<file path="src/aparc_pkg.sv">
package aparc_pkg;
    localparam int ADDR_W = 4;
    localparam int DATA_W = 8;

    // register offsets on the plain register port
    localparam logic [3:0] REF_CTRL_ADDR = 4'h0;
    localparam logic [3:0] DAC_EN_ADDR = 4'h1;
    localparam logic [3:0] STATUS_ADDR = 4'h2;

    localparam logic [7:0] REF_CTRL_RST = 8'h00;
    localparam logic [1:0] DAC_EN_RST = 2'h0;
    localparam logic [7:0] UNMAPPED_DATA = 8'h00;

    // reference_control_register fields
    localparam int MRG_BIT = 7;
    localparam int GF_BIT = 6;
    localparam int ZTC_BIT = 5;
    localparam int LEVEL_SEL_BIT = 4;
    localparam int SRC_SEL_BIT = 3;
    localparam int TEMP_EN_BIT = 2;
    localparam int BIAS_EN_BIT = 1;
    localparam int BUF_EN_BIT = 0;

    // current_dac_enable register fields
    localparam int DAC0_EN_BIT = 0;
    localparam int DAC1_EN_BIT = 1;

    // status register fields
    localparam int ST_BIAS_BIT = 0;
    localparam int ST_TEMP_VALID_BIT = 1;
    localparam int ST_P00_ANALOG_BIT = 2;
    localparam int ST_P01_ANALOG_BIT = 3;
    localparam int ST_DAC_READY_BIT = 4;
    localparam int ST_MERGED_BIT = 5;

    // port 0 pin indices
    localparam int PIN_P00 = 0;
    localparam int PIN_P01 = 1;

    // pad state after reset: not driven, weak pull-up on
    localparam logic [1:0] PAD_OE_N_RST = 2'h3;
    localparam logic [1:0] PAD_PULL_RST = 2'h3;
    localparam logic [1:0] PAD_OUT_RST = 2'h0;

    // current dac output startup
    localparam int CLK_PERIOD_NS = 25;
    localparam int DAC_STARTUP_NS = 10000;
    localparam int DAC_STARTUP_CYC =
        (DAC_STARTUP_NS + CLK_PERIOD_NS - 1) / CLK_PERIOD_NS;
    localparam int CNT_W = 9;
    localparam logic [8:0] STARTUP_LAST = 9'(DAC_STARTUP_CYC - 1);
endpackage : aparc_pkg

</file>
<file path="src/aparc_route_if.sv">
`timescale 1ns/1ps
`default_nettype none
interface aparc_route_if;
    logic [1:0] dac_en;
    logic merge;
    logic [1:0] analog;
    modport ctrl (output dac_en, output merge, input analog);
    modport route (input dac_en, input merge, output analog);
endinterface : aparc_route_if
`default_nettype wire

</file>
<file path="src/aparc_top.sv">
// Notes on behaviour
// - First dac always on P0.0; second dac on P0.0 or P0.1 by merge bit.
// - With both dac enables 0 the pins stay ordinary gpio.
// - An enabled dac pin loses its driver and pull-up, joins the dac.
// - Both dacs enabled and merge 1: both outputs land on P0.0.
// - Reference select 0 picks pin or internal source, 1 picks supply.
// - Buffer enable 1 drives internal reference out; clear it when unused.
// - Bias forced on while converter, sensor, oscillators or dacs run.
// - Writing 1 to bias enable turns bias on by itself.
// - Sensor enable switches sensor; off means high impedance, invalid data.
// - Reference level bit picks 1.5 V or 2.2 V internal output.
// - Merge 0 sends second dac to P0.1, merge 1 to P0.0.
`timescale 1ns/1ps
`default_nettype none
module aparc_top (
    input wire logic core_clk,
    input wire logic rst,
    input wire logic [aparc_pkg::ADDR_W-1:0] reg_addr,
    input wire logic [aparc_pkg::DATA_W-1:0] reg_wdata,
    input wire logic reg_wr,
    input wire logic reg_rd,
    output logic [aparc_pkg::DATA_W-1:0] reg_rdata,
    input wire logic adc_enable,
    input wire logic osc_enable,
    input wire logic [1:0] gpio_out,
    input wire logic [1:0] gpio_oe_n,
    input wire logic [1:0] gpio_pullup,
    output logic [1:0] pad_out,
    output logic [1:0] pad_oe_n,
    output logic [1:0] pad_pullup,
    output logic dac0_to_p00,
    output logic dac1_to_p00,
    output logic dac1_to_p01,
    output logic [1:0] dac_enable,
    output logic ref_src_vdd,
    output logic ref_buf_en,
    output logic ref_level_hi,
    output logic bias_gen_en,
    output logic temp_sensor_en,
    output logic temp_out_hiz,
    output logic ztc_bias_en
);
    import aparc_pkg::*;
    logic [7:0] ref_ctrl_ff;
    logic [7:0] nxt_ref_ctrl;
    logic [1:0] dac_en_ff;
    logic [1:0] nxt_dac_en;
    logic [7:0] rdata_ff;
    logic [7:0] nxt_rdata;
    logic ref_vdd_ff;
    logic ref_buf_ff;
    logic ref_lvl_ff;
    logic bias_ff;
    logic nxt_bias;
    logic temp_en_ff;
    logic temp_hiz_ff;
    logic ztc_ff;
    logic [CNT_W-1:0] startup_cnt_ff;
    logic dac_ready_ff;
    logic [7:0] status_word;

    aparc_route_if rif ();

    function automatic logic addr_hit(input logic [3:0] a,
                                      input logic [3:0] target);
        addr_hit = (a == target);
    endfunction : addr_hit

    // next register values, so outputs move on the same edge as the
    // register itself
    always_comb begin
        nxt_ref_ctrl = ref_ctrl_ff;
        nxt_dac_en = dac_en_ff;
        if (reg_wr && addr_hit(reg_addr, REF_CTRL_ADDR)) begin
            nxt_ref_ctrl = reg_wdata;
        end
        if (reg_wr && addr_hit(reg_addr, DAC_EN_ADDR)) begin
            nxt_dac_en = reg_wdata[1:0];
        end
    end

    // bias is the written bit or any user of the bias generator
    always_comb begin
        nxt_bias = nxt_ref_ctrl[BIAS_EN_BIT]
            | adc_enable | osc_enable
            | nxt_ref_ctrl[TEMP_EN_BIT] | (|nxt_dac_en);
    end

    always_ff @(posedge core_clk) begin
        if (rst) begin
            ref_ctrl_ff <= REF_CTRL_RST;
        end else begin
            ref_ctrl_ff <= nxt_ref_ctrl;
        end
    end

    always_ff @(posedge core_clk) begin
        if (rst) begin
            dac_en_ff <= DAC_EN_RST;
        end else begin
            dac_en_ff <= nxt_dac_en;
        end
    end

    // reference, sensor and bias outputs
    always_ff @(posedge core_clk) begin
        if (rst) begin
            ref_vdd_ff <= REF_CTRL_RST[SRC_SEL_BIT];
            ref_buf_ff <= REF_CTRL_RST[BUF_EN_BIT];
            ref_lvl_ff <= REF_CTRL_RST[LEVEL_SEL_BIT];
            temp_en_ff <= REF_CTRL_RST[TEMP_EN_BIT];
            temp_hiz_ff <= ~REF_CTRL_RST[TEMP_EN_BIT];
            ztc_ff <= REF_CTRL_RST[ZTC_BIT];
            bias_ff <= REF_CTRL_RST[BIAS_EN_BIT];
        end else begin
            ref_vdd_ff <= nxt_ref_ctrl[SRC_SEL_BIT];
            ref_buf_ff <= nxt_ref_ctrl[BUF_EN_BIT];
            ref_lvl_ff <= nxt_ref_ctrl[LEVEL_SEL_BIT];
            temp_en_ff <= nxt_ref_ctrl[TEMP_EN_BIT];
            temp_hiz_ff <= ~nxt_ref_ctrl[TEMP_EN_BIT];
            ztc_ff <= nxt_ref_ctrl[ZTC_BIT];
            bias_ff <= nxt_bias;
        end
    end

    // dac outputs need time to settle; software polls the ready bit
    always_ff @(posedge core_clk) begin
        if (rst || dac_en_ff == 2'h0) begin
            startup_cnt_ff <= '0;
            dac_ready_ff <= 1'b0;
        end else if (!dac_ready_ff) begin
            if (startup_cnt_ff == STARTUP_LAST) begin
                dac_ready_ff <= 1'b1;
            end else begin
                startup_cnt_ff <= startup_cnt_ff + 9'h001;
            end
        end
    end

    always_comb begin
        status_word = 8'h00;
        status_word[ST_BIAS_BIT] = bias_ff;
        status_word[ST_TEMP_VALID_BIT] = temp_en_ff;
        status_word[ST_P00_ANALOG_BIT] = rif.analog[PIN_P00];
        status_word[ST_P01_ANALOG_BIT] = rif.analog[PIN_P01];
        status_word[ST_DAC_READY_BIT] = dac_ready_ff;
        status_word[ST_MERGED_BIT] = dac1_to_p00;
    end

    // read data stand for one cycle only, zero otherwise
    always_comb begin
        nxt_rdata = 8'h00;
        if (reg_rd) begin
            case (reg_addr)
                REF_CTRL_ADDR: begin
                    nxt_rdata = ref_ctrl_ff;
                    // forced bias shows in the readback
                    nxt_rdata[BIAS_EN_BIT] = bias_ff;
                end
                DAC_EN_ADDR: nxt_rdata = {6'h00, dac_en_ff};
                STATUS_ADDR: nxt_rdata = status_word;
                default: nxt_rdata = UNMAPPED_DATA;
            endcase
        end
    end

    always_ff @(posedge core_clk) begin
        if (rst) begin
            rdata_ff <= 8'h00;
        end else begin
            rdata_ff <= nxt_rdata;
        end
    end

    assign rif.dac_en = nxt_dac_en;
    assign rif.merge = nxt_ref_ctrl[MRG_BIT];

    aparc_pin_route u_pin_route (
        .core_clk(core_clk),
        .rst(rst),
        .rif(rif.route),
        .gpio_out(gpio_out),
        .gpio_oe_n(gpio_oe_n),
        .gpio_pullup(gpio_pullup),
        .pad_out(pad_out),
        .pad_oe_n(pad_oe_n),
        .pad_pullup(pad_pullup),
        .dac0_to_p00(dac0_to_p00),
        .dac1_to_p00(dac1_to_p00),
        .dac1_to_p01(dac1_to_p01)
    );

    assign reg_rdata = rdata_ff;
    assign dac_enable = dac_en_ff;
    assign ref_src_vdd = ref_vdd_ff;
    assign ref_buf_en = ref_buf_ff;
    assign ref_level_hi = ref_lvl_ff;
    assign bias_gen_en = bias_ff;
    assign temp_sensor_en = temp_en_ff;
    assign temp_out_hiz = temp_hiz_ff;
    assign ztc_bias_en = ztc_ff;

    // the second dac may sit on one pin only, never on both at once
    property p_dac1_one_pin;
        @(posedge core_clk) disable iff (rst)
        !(dac1_to_p00 && dac1_to_p01);
    endproperty
    a_dac1_one_pin: assert property (p_dac1_one_pin)
        else $error("second dac switched onto both pins");

    property p_dac0_follows_en;
        @(posedge core_clk) disable iff (rst)
        dac0_to_p00 == dac_en_ff[DAC0_EN_BIT];
    endproperty
    a_dac0_follows_en: assert property (p_dac0_follows_en)
        else $error("first dac switch disagrees with its enable");

    property p_gpio_pass;
        @(posedge core_clk) disable iff (rst)
        dac_en_ff == 2'h0 && !$past(rst) |->
            pad_oe_n == $past(gpio_oe_n) && pad_out == $past(gpio_out)
            && pad_pullup == $past(gpio_pullup);
    endproperty
    a_gpio_pass: assert property (p_gpio_pass)
        else $error("pins not plain gpio with dacs off");

    property p_dac1_pin_released;
        @(posedge core_clk) disable iff (rst)
        dac_en_ff[DAC1_EN_BIT] && !ref_ctrl_ff[MRG_BIT] |->
            pad_oe_n[PIN_P01] && !pad_pullup[PIN_P01] && dac1_to_p01;
    endproperty
    a_dac1_pin_released: assert property (p_dac1_pin_released)
        else $error("second dac pin still driven or pulled up");

    property p_dac0_pin_released;
        @(posedge core_clk) disable iff (rst)
        dac_en_ff[DAC0_EN_BIT] |->
            pad_oe_n[PIN_P00] && !pad_pullup[PIN_P00];
    endproperty
    a_dac0_pin_released: assert property (p_dac0_pin_released)
        else $error("first dac pin still driven or pulled up");

    property p_merge;
        @(posedge core_clk) disable iff (rst)
        dac_en_ff == 2'h3 && ref_ctrl_ff[MRG_BIT] |->
            dac0_to_p00 && dac1_to_p00 && !dac1_to_p01
            && pad_oe_n[PIN_P00];
    endproperty
    a_merge: assert property (p_merge)
        else $error("dac outputs not merged on p0.0");

    property p_unmerged;
        @(posedge core_clk) disable iff (rst)
        !ref_ctrl_ff[MRG_BIT] |-> !dac1_to_p00;
    endproperty
    a_unmerged: assert property (p_unmerged)
        else $error("second dac on p0.0 while merge is clear");

    property p_ref_select;
        @(posedge core_clk) disable iff (rst)
        reg_wr && reg_addr == REF_CTRL_ADDR |=>
            ref_src_vdd == $past(reg_wdata[SRC_SEL_BIT])
            && ref_buf_en == $past(reg_wdata[BUF_EN_BIT]);
    endproperty
    a_ref_select: assert property (p_ref_select)
        else $error("reference select or buffer missed a write");

    property p_level;
        @(posedge core_clk) disable iff (rst)
        reg_wr && reg_addr == REF_CTRL_ADDR |=>
            ref_level_hi == $past(reg_wdata[LEVEL_SEL_BIT]);
    endproperty
    a_level: assert property (p_level)
        else $error("reference level did not follow write");

    property p_bias_forced;
        @(posedge core_clk) disable iff (rst)
        adc_enable || osc_enable || temp_sensor_en || dac_enable != 2'h0
            |-> ##[0:1] bias_gen_en;
    endproperty
    a_bias_forced: assert property (p_bias_forced)
        else $error("bias off while a user is enabled");

    property p_bias_manual;
        @(posedge core_clk) disable iff (rst)
        reg_wr && reg_addr == REF_CTRL_ADDR && reg_wdata[BIAS_EN_BIT] |=>
            bias_gen_en;
    endproperty
    a_bias_manual: assert property (p_bias_manual)
        else $error("bias not on after writing its enable");

    property p_bias_idle;
        @(posedge core_clk) disable iff (rst)
        !$past(adc_enable) && !$past(osc_enable) && !temp_sensor_en
            && dac_enable == 2'h0 && !ref_ctrl_ff[BIAS_EN_BIT] |->
            !bias_gen_en;
    endproperty
    a_bias_idle: assert property (p_bias_idle)
        else $error("bias on with no cause");

    property p_temp_hiz;
        @(posedge core_clk) disable iff (rst)
        temp_out_hiz == !temp_sensor_en;
    endproperty
    a_temp_hiz: assert property (p_temp_hiz)
        else $error("sensor output not high impedance while off");

    property p_dac_write_next;
        @(posedge core_clk) disable iff (rst)
        reg_wr && reg_addr == DAC_EN_ADDR |=>
            dac0_to_p00 == $past(reg_wdata[0])
            && pad_oe_n[PIN_P00] == ($past(reg_wdata[0]) ||
            (ref_ctrl_ff[MRG_BIT] && $past(reg_wdata[1])) ||
            $past(gpio_oe_n[PIN_P00]));
    endproperty
    a_dac_write_next: assert property (p_dac_write_next)
        else $error("pin override late after enable write");

    property p_ready_time;
        @(posedge core_clk) disable iff (rst)
        $rose(dac_ready_ff) |->
            startup_cnt_ff == STARTUP_LAST && $past(dac_en_ff) != 2'h0;
    endproperty
    a_ready_time: assert property (p_ready_time)
        else $error("dac ready before its startup time");

    property p_read_window;
        @(posedge core_clk) disable iff (rst)
        !reg_rd |=> reg_rdata == 8'h00;
    endproperty
    a_read_window: assert property (p_read_window)
        else $error("read data present outside the read slot");
endmodule : aparc_top
`default_nettype wire

</file>
<file path="src/aparc_pin_route.sv">
`timescale 1ns/1ps
`default_nettype none
module aparc_pin_route (
    input wire logic core_clk,
    input wire logic rst,
    aparc_route_if.route rif,
    input wire logic [1:0] gpio_out,
    input wire logic [1:0] gpio_oe_n,
    input wire logic [1:0] gpio_pullup,
    output logic [1:0] pad_out,
    output logic [1:0] pad_oe_n,
    output logic [1:0] pad_pullup,
    output logic dac0_to_p00,
    output logic dac1_to_p00,
    output logic dac1_to_p01
);
    import aparc_pkg::*;
    logic [1:0] analog_ff;
    logic [1:0] nxt_analog;
    logic [1:0] out_ff;
    logic [1:0] oe_n_ff;
    logic [1:0] pull_ff;
    logic [2:0] sw_ff;

    // a pin turns analog when a dac that is enabled is routed onto it
    function automatic logic pin_analog(input int pin,
                                        input logic [1:0] en,
                                        input logic mrg);
        if (pin == PIN_P00) begin
            pin_analog = en[DAC0_EN_BIT] | (en[DAC1_EN_BIT] & mrg);
        end else begin
            pin_analog = en[DAC1_EN_BIT] & ~mrg;
        end
    endfunction : pin_analog

    always_comb begin
        nxt_analog[PIN_P00] = pin_analog(PIN_P00, rif.dac_en, rif.merge);
        nxt_analog[PIN_P01] = pin_analog(PIN_P01, rif.dac_en, rif.merge);
    end

    always_ff @(posedge core_clk) begin
        if (rst) begin
            analog_ff <= 2'h0;
        end else begin
            analog_ff <= nxt_analog;
        end
    end

    // pad drivers: gpio passes through unless the pin went analog
    always_ff @(posedge core_clk) begin
        if (rst) begin
            out_ff <= PAD_OUT_RST;
            oe_n_ff <= PAD_OE_N_RST;
            pull_ff <= PAD_PULL_RST;
        end else begin
            for (int i = 0; i < 2; i++) begin
                if (nxt_analog[i]) begin
                    out_ff[i] <= 1'b0;
                    oe_n_ff[i] <= 1'b1;
                    pull_ff[i] <= 1'b0;
                end else begin
                    out_ff[i] <= gpio_out[i];
                    oe_n_ff[i] <= gpio_oe_n[i];
                    pull_ff[i] <= gpio_pullup[i];
                end
            end
        end
    end

    // analog switches; both dacs on p0.0 when merged
    always_ff @(posedge core_clk) begin
        if (rst) begin
            sw_ff <= 3'h0;
        end else begin
            sw_ff[0] <= rif.dac_en[DAC0_EN_BIT];
            sw_ff[1] <= rif.dac_en[DAC1_EN_BIT] & rif.merge;
            sw_ff[2] <= rif.dac_en[DAC1_EN_BIT] & ~rif.merge;
        end
    end

    assign rif.analog = analog_ff;
    assign pad_out = out_ff;
    assign pad_oe_n = oe_n_ff;
    assign pad_pullup = pull_ff;
    assign dac0_to_p00 = sw_ff[0];
    assign dac1_to_p00 = sw_ff[1];
    assign dac1_to_p01 = sw_ff[2];
endmodule : aparc_pin_route
`default_nettype wire

</file>
<file path="config.mk">
export PLATFORM = sky130hd
export DESIGN_NAME = aparc_top
export DESIGN_NICKNAME = d
export VERILOG_FILES = /design/src/aparc_pkg.sv /design/src/aparc_route_if.sv /design/src/aparc_top.sv /design/src/aparc_pin_route.sv
export SDC_FILE = /design/constraint.sdc
export NUM_CORES = 1
export LEC_CHECK = 0
export ABC_CLOCK_PERIOD_IN_PS = 2080
export BUFFER_PORTS_ARGS = -buffer_cell sky130_fd_sc_hd__buf_2
export CAP_MARGIN = 15
export CORE_MARGIN = 5
export CORE_UTILIZATION = 44
export DETAILED_ROUTE_END_ITERATION = 10
export PLACE_DENSITY = 0.69
export SETUP_SLACK_MARGIN = 0.2
export SLEW_MARGIN = 10
export SYNTH_ARGS = -nofsm -noshare
export SYNTH_HDL_FRONTEND = slang
export SYNTH_SLANG_ARGS = --single-unit
</file>
<file path="constraint.sdc">
create_clock -name core_clk -period 2.08 [get_ports core_clk]
set_input_delay 0.208 -clock core_clk [delete_from_list [all_inputs] [get_ports core_clk]]
set_output_delay 0.208 -clock core_clk [all_outputs]
set_load 0.02 [all_outputs]
</file>
Word level (Yosys, flattened, before mapping). Cells that the tools add are included.

RAM bits: 0. Memories: 0. Bits in read-only memories: 0. Input port bits: 24. Bits in latches: 0. Register bits after elaboration: 46. Output and inout port bits: 26.

Magnitude comparators: 0. Shift-type cells: 0. Reductions and logical operators: 10. Bitwise logic cells: 12. Div/mod/pow operators: 0. Mux-type cells: 7. Multipliers: 0. $add $sub $neg: 1. Equal/unequal tests: 3.

Operators by type and width (number): $pmux 8 s3 (1); $add 9x1->9 const B (1); $eq 9x9->1 const B (1); $mux 8 (1); $reduce_or 2->1 (4); $not 1->1 (5); $or 1x1->1 (5); $eq 4x1->1 const B (1); $eq 4x2->1 const B (1); $logic_not 4->1 (1); $mux 1 (4); $and 1x1->1 (2); $logic_and 1x1->1 (2); $logic_not 2->1 (1); $mux 2 (1); $reduce_and 2->1 (1); $logic_or 1x1->1 (1).

Depth between registers and ports, before layout.
Depth after elaboration: 7. Depth in mapped cells: 5. Gate-level depth less buffers: 5.

Cells and area by module. A second synthesis with hierarchy kept.

Cell total of the unflattened synthesis: 155. Area, all modules: 1560.2 um^2.

Modules (own cells, without submodules): aparc_top (area an instance 1258.7 um^2, times used 1, cells each 128, seq. area each 600.6 um^2); aparc_pin_route (area an instance 301.5 um^2, times used 1, cells each 27, seq. area each 200.2 um^2).

Least setup slack after synthesis. OpenSTA, ideal clock, no wires.

Path kind: register to register. Start point: reg startup_cnt_ff[0]. End point: reg startup_cnt_ff[4]. Path buffers: 0. Arrival time: 1.528 ns. Required time: 2.009 ns. Setup slack: 0.481 ns. Clock period less this slack: 1.599 ns. Stages on the path, launching flop included: 6. Library setup time: 0.071 ns. Cells stage by stage: dfxtp_1 -> ha_1 -> and3_4 -> a31oi_2 -> or3b_1 -> a21oi_1.

Longest elaborated chain between the ends: 3.

RTL lines: from (decl) (line aparc_top.sv:58) `logic [CNT_W-1:0] startup_cnt_ff;`; from (signal assigned) (line aparc_top.sv:135) `startup_cnt_ff <= startup_cnt_ff + 9'h001;`; branches (longest 3 deep; another with $add 9x1->9).

Parallel ways; which one is timed is not known. A chain may end at the register's enable or synchronous reset.

Worst setup path after layout.
Start point: reg startup_cnt_ff[3]. End point: reg startup_cnt_ff[2].

Longest elaborated chain between the ends: 3.

RTL lines: $eq 9x9->1 (line aparc_top.sv:132) `if (startup_cnt_ff == STARTUP_LAST) begin`; $not 1->1 (no line); $reduce_and 2->1 (no line).

No other way between the ends.

==> flow_metrics.tcl <==
set metrics [dict create \
    status "finished clean" \
    p_leak_nw 0.867 \
    synth_cells 156 \
    antenna_cells 0 \
    ys_types 46 \
    syn-num-nets 181 \
    hp-class "input port to flip-flop" \
    wl_per_cell_um 13.6 \
    synthFlopType "dfxtp_1" \
    syn_area_um2 1560 \
    final_hold_viol_count 0 \
    num_vias 1280 \
    p_per_area_nw_per_um2 676 \
    grt_pass1_wl_um 5870 \
    grt_max_degree 24 \
    drc_errors 0 \
    worstPathArrival_ps 2010 \
    num-nets-final 231 \
    area_growth_pct 22.6 \
    drt_iter0_drc 43 \
    place_area_um2 1840 \
    n_fill_cell 314 \
    fin_setup_tns_ps 0 \
    root_buffer "clkbuf_4" \
    rsz0062_at_grt "false" \
    totalWireLength_um 3430 \
    maxSlewViolCount 0 \
    peakVddDrop_v 0.000493 \
    final_common_cell "buf_2" \
    path_class "flip-flop to flip-flop" \
    start_util_pct 46.1 \
    worst-slew-pin-transition_ps 662 \
    cp_data_required_time_ps 2360 \
    antenna_found_initial 0 \
    clock.fmax_mhz 578 \
    cts_buffer_depth 2 \
    async_reset_ff_share_pct 0 \
    post_route_cells_drive_above_1_share_pct 32.4 \
    clkLatencyLatePin_ps 340 \
    setup_slack_ps 350 \
    fp.dieW_um 69.6 \
    drt-pass1-iter-count 5 \
    grt_pass1_vias 1308 \
    synth-seq-area-share_pct 50.0 \
    hold_buffers 0 \
    grt-ovfl-total 0 \
    globalplace.congestion 0.837 \
    cts_max_level 2 \
    via_per_inst 5.06 \
    synth_edf_count 0 \
    layout_common_cells "buf_2 (49), dfxtp_1 (39), nor2_1 (30)" \
    finalSetupViolations 0 \
    relSlewSlack_pct 55.3 \
    skew_ps 8.86 \
    ys_ff_latch 39 \
    path_max_fanout 6 \
    final_area_um2 1920 \
    cts_sinks 39 \
    end_kind "flip-flop" \
    start_kind "flip-flop" \
    fin_crit_sh_pct 83.2 \
    tritoncts "done" \
    pin_count 50 \
    core_area_um2 3390 \
    avgSynthCellArea_um2 10.0 \
    die-area_um2 4840 \
    row_count 21 \
    post-dp-hpwl_um 2600 \
    post-place-ws_ps 289 \
    die_h_um 69.6 \
    yosysWarnings 0 \
    grt_use_total_pct 14.8 \
    cts_buffers 5 \
    drv_cap 0 \
    port_buffers 49 \
    fin_crit_ps 1730 \
    ant_nets 0 \
    clk_pin_slew_ps 100 \
]
-- layout make-up --
type	count	area (µm²)	area share (%)
sequential	39	781	40.8
multi-input combinational	106	744	38.9
timing repair buffer	49	245	12.8
clock buffer	8	68.8	3.59
tap	46	57.6	3.00
inverter	5	18.8	0.980
-- sequential cells by signal, summed over array words and instances, names as in the netlist --
register,flops
startup_cnt_ff,9
ref_ctrl_ff,8
reg_rdata,8
dac_enable,2
u_pin_route.pad_oe_n,2
u_pin_route.pad_out,2
u_pin_route.pad_pullup,2
u_pin_route.sw_ff,2
bias_gen_en,1
dac_ready_ff,1
temp_out_hiz,1
u_pin_route.rif.analog,1
-- cells by family after synthesis --
logic type | synth area share [%]
adder cells (fa/ha/maj) | 0.801
flip-flops | 50.0
AO/OA/AOI/OAI | 8.49
buffers and inverters | 2.96
XOR/XNOR | 3.36
AND/OR/NAND/NOR | 23.0
multiplexers | 11.4
-- worst max-delay path, cell delays in order (launching register included) --
cell and delay (ps):
dfxtp_1 420, nor4b_1 580, a31oi_4 210, a211oi_1 320, a31o_2 150
-- path summary, 6_finish.rpt --
| path | start | end | slack, ps | cells past startpoint |
|---|---|---|---|---|
| max | startup_cnt_ff[3] | startup_cnt_ff[2] | 350 | 4 |
| min | gpio_oe_n[1] | u_pin_route.pad_oe_n[1] | 60 | 2 |
| max reg2reg | startup_cnt_ff[3] | startup_cnt_ff[2] | 350 | 4 |
| min reg2reg | ref_ctrl_ff[6] | reg_rdata[6] | 500 | 1 |
-- synth_stat cells, drive strengths merged (2+ instances only) --
library cell / count / area share [%]
a211oi: 3 / 1.4
a21oi: 3 / 0.96
a31o: 2 / 1.1
a31oi: 2 / 1.2
and3: 3 / 1.5
and4b: 2 / 1.3
buf: 3 / 1.0
clkbuf: 3 / 0.72
dfxtp: 39 / 50
inv: 5 / 1.2
mux2: 2 / 1.7
mux2i: 14 / 9.8
nand2: 6 / 1.6
nand3: 8 / 2.9
nor2: 30 / 7.2
nor2b: 4 / 1.6
nor3: 2 / 0.64
nor4b: 3 / 2.6
o21ai: 2 / 0.64
xnor2: 3 / 1.7
xor2: 3 / 1.7
-- stage by stage --
step / utilization [%] / cells / power, mW / hold slack (ps)
after floorplan: - / 156 / 0.837 / 310
after global placement: 54.2 / 245 / 0.879 / 396
after detailed placement: 54.2 / 245 / 0.882 / 407
after CTS: 56.3 / 253 / 1.31 / 50.3
after global routing: 56.5 / 253 / 1.35 / 49.4
final: 56.5 / 253 / 1.29 / 61.6
-- power breakdown --
group / leakage [nW] / switching (mW) / internal (mW) / total [mW]
registers: 0.316 / 0.00526 / 0.758 / 0.764
clock network: 0.0386 / 0.230 / 0.199 / 0.429
logic: 0.512 / 0.0591 / 0.0427 / 0.102
-- per-layer routing --
layer	track usage (%)	share of wire, %	wire length [µm]
met1	17.4	43	1490
met5	0	0	0
met2	24.7	48	1650
met4	5.86	1.4	48
met3	5.07	7.1	244
-- what timing repair did --
action	4_1_cts	5_1_grt
setup endpoints to repair	0	1
resized for setup	0	1
buffers inserted	0	0
No activity file was read; power rests on OpenSTA's default activity.
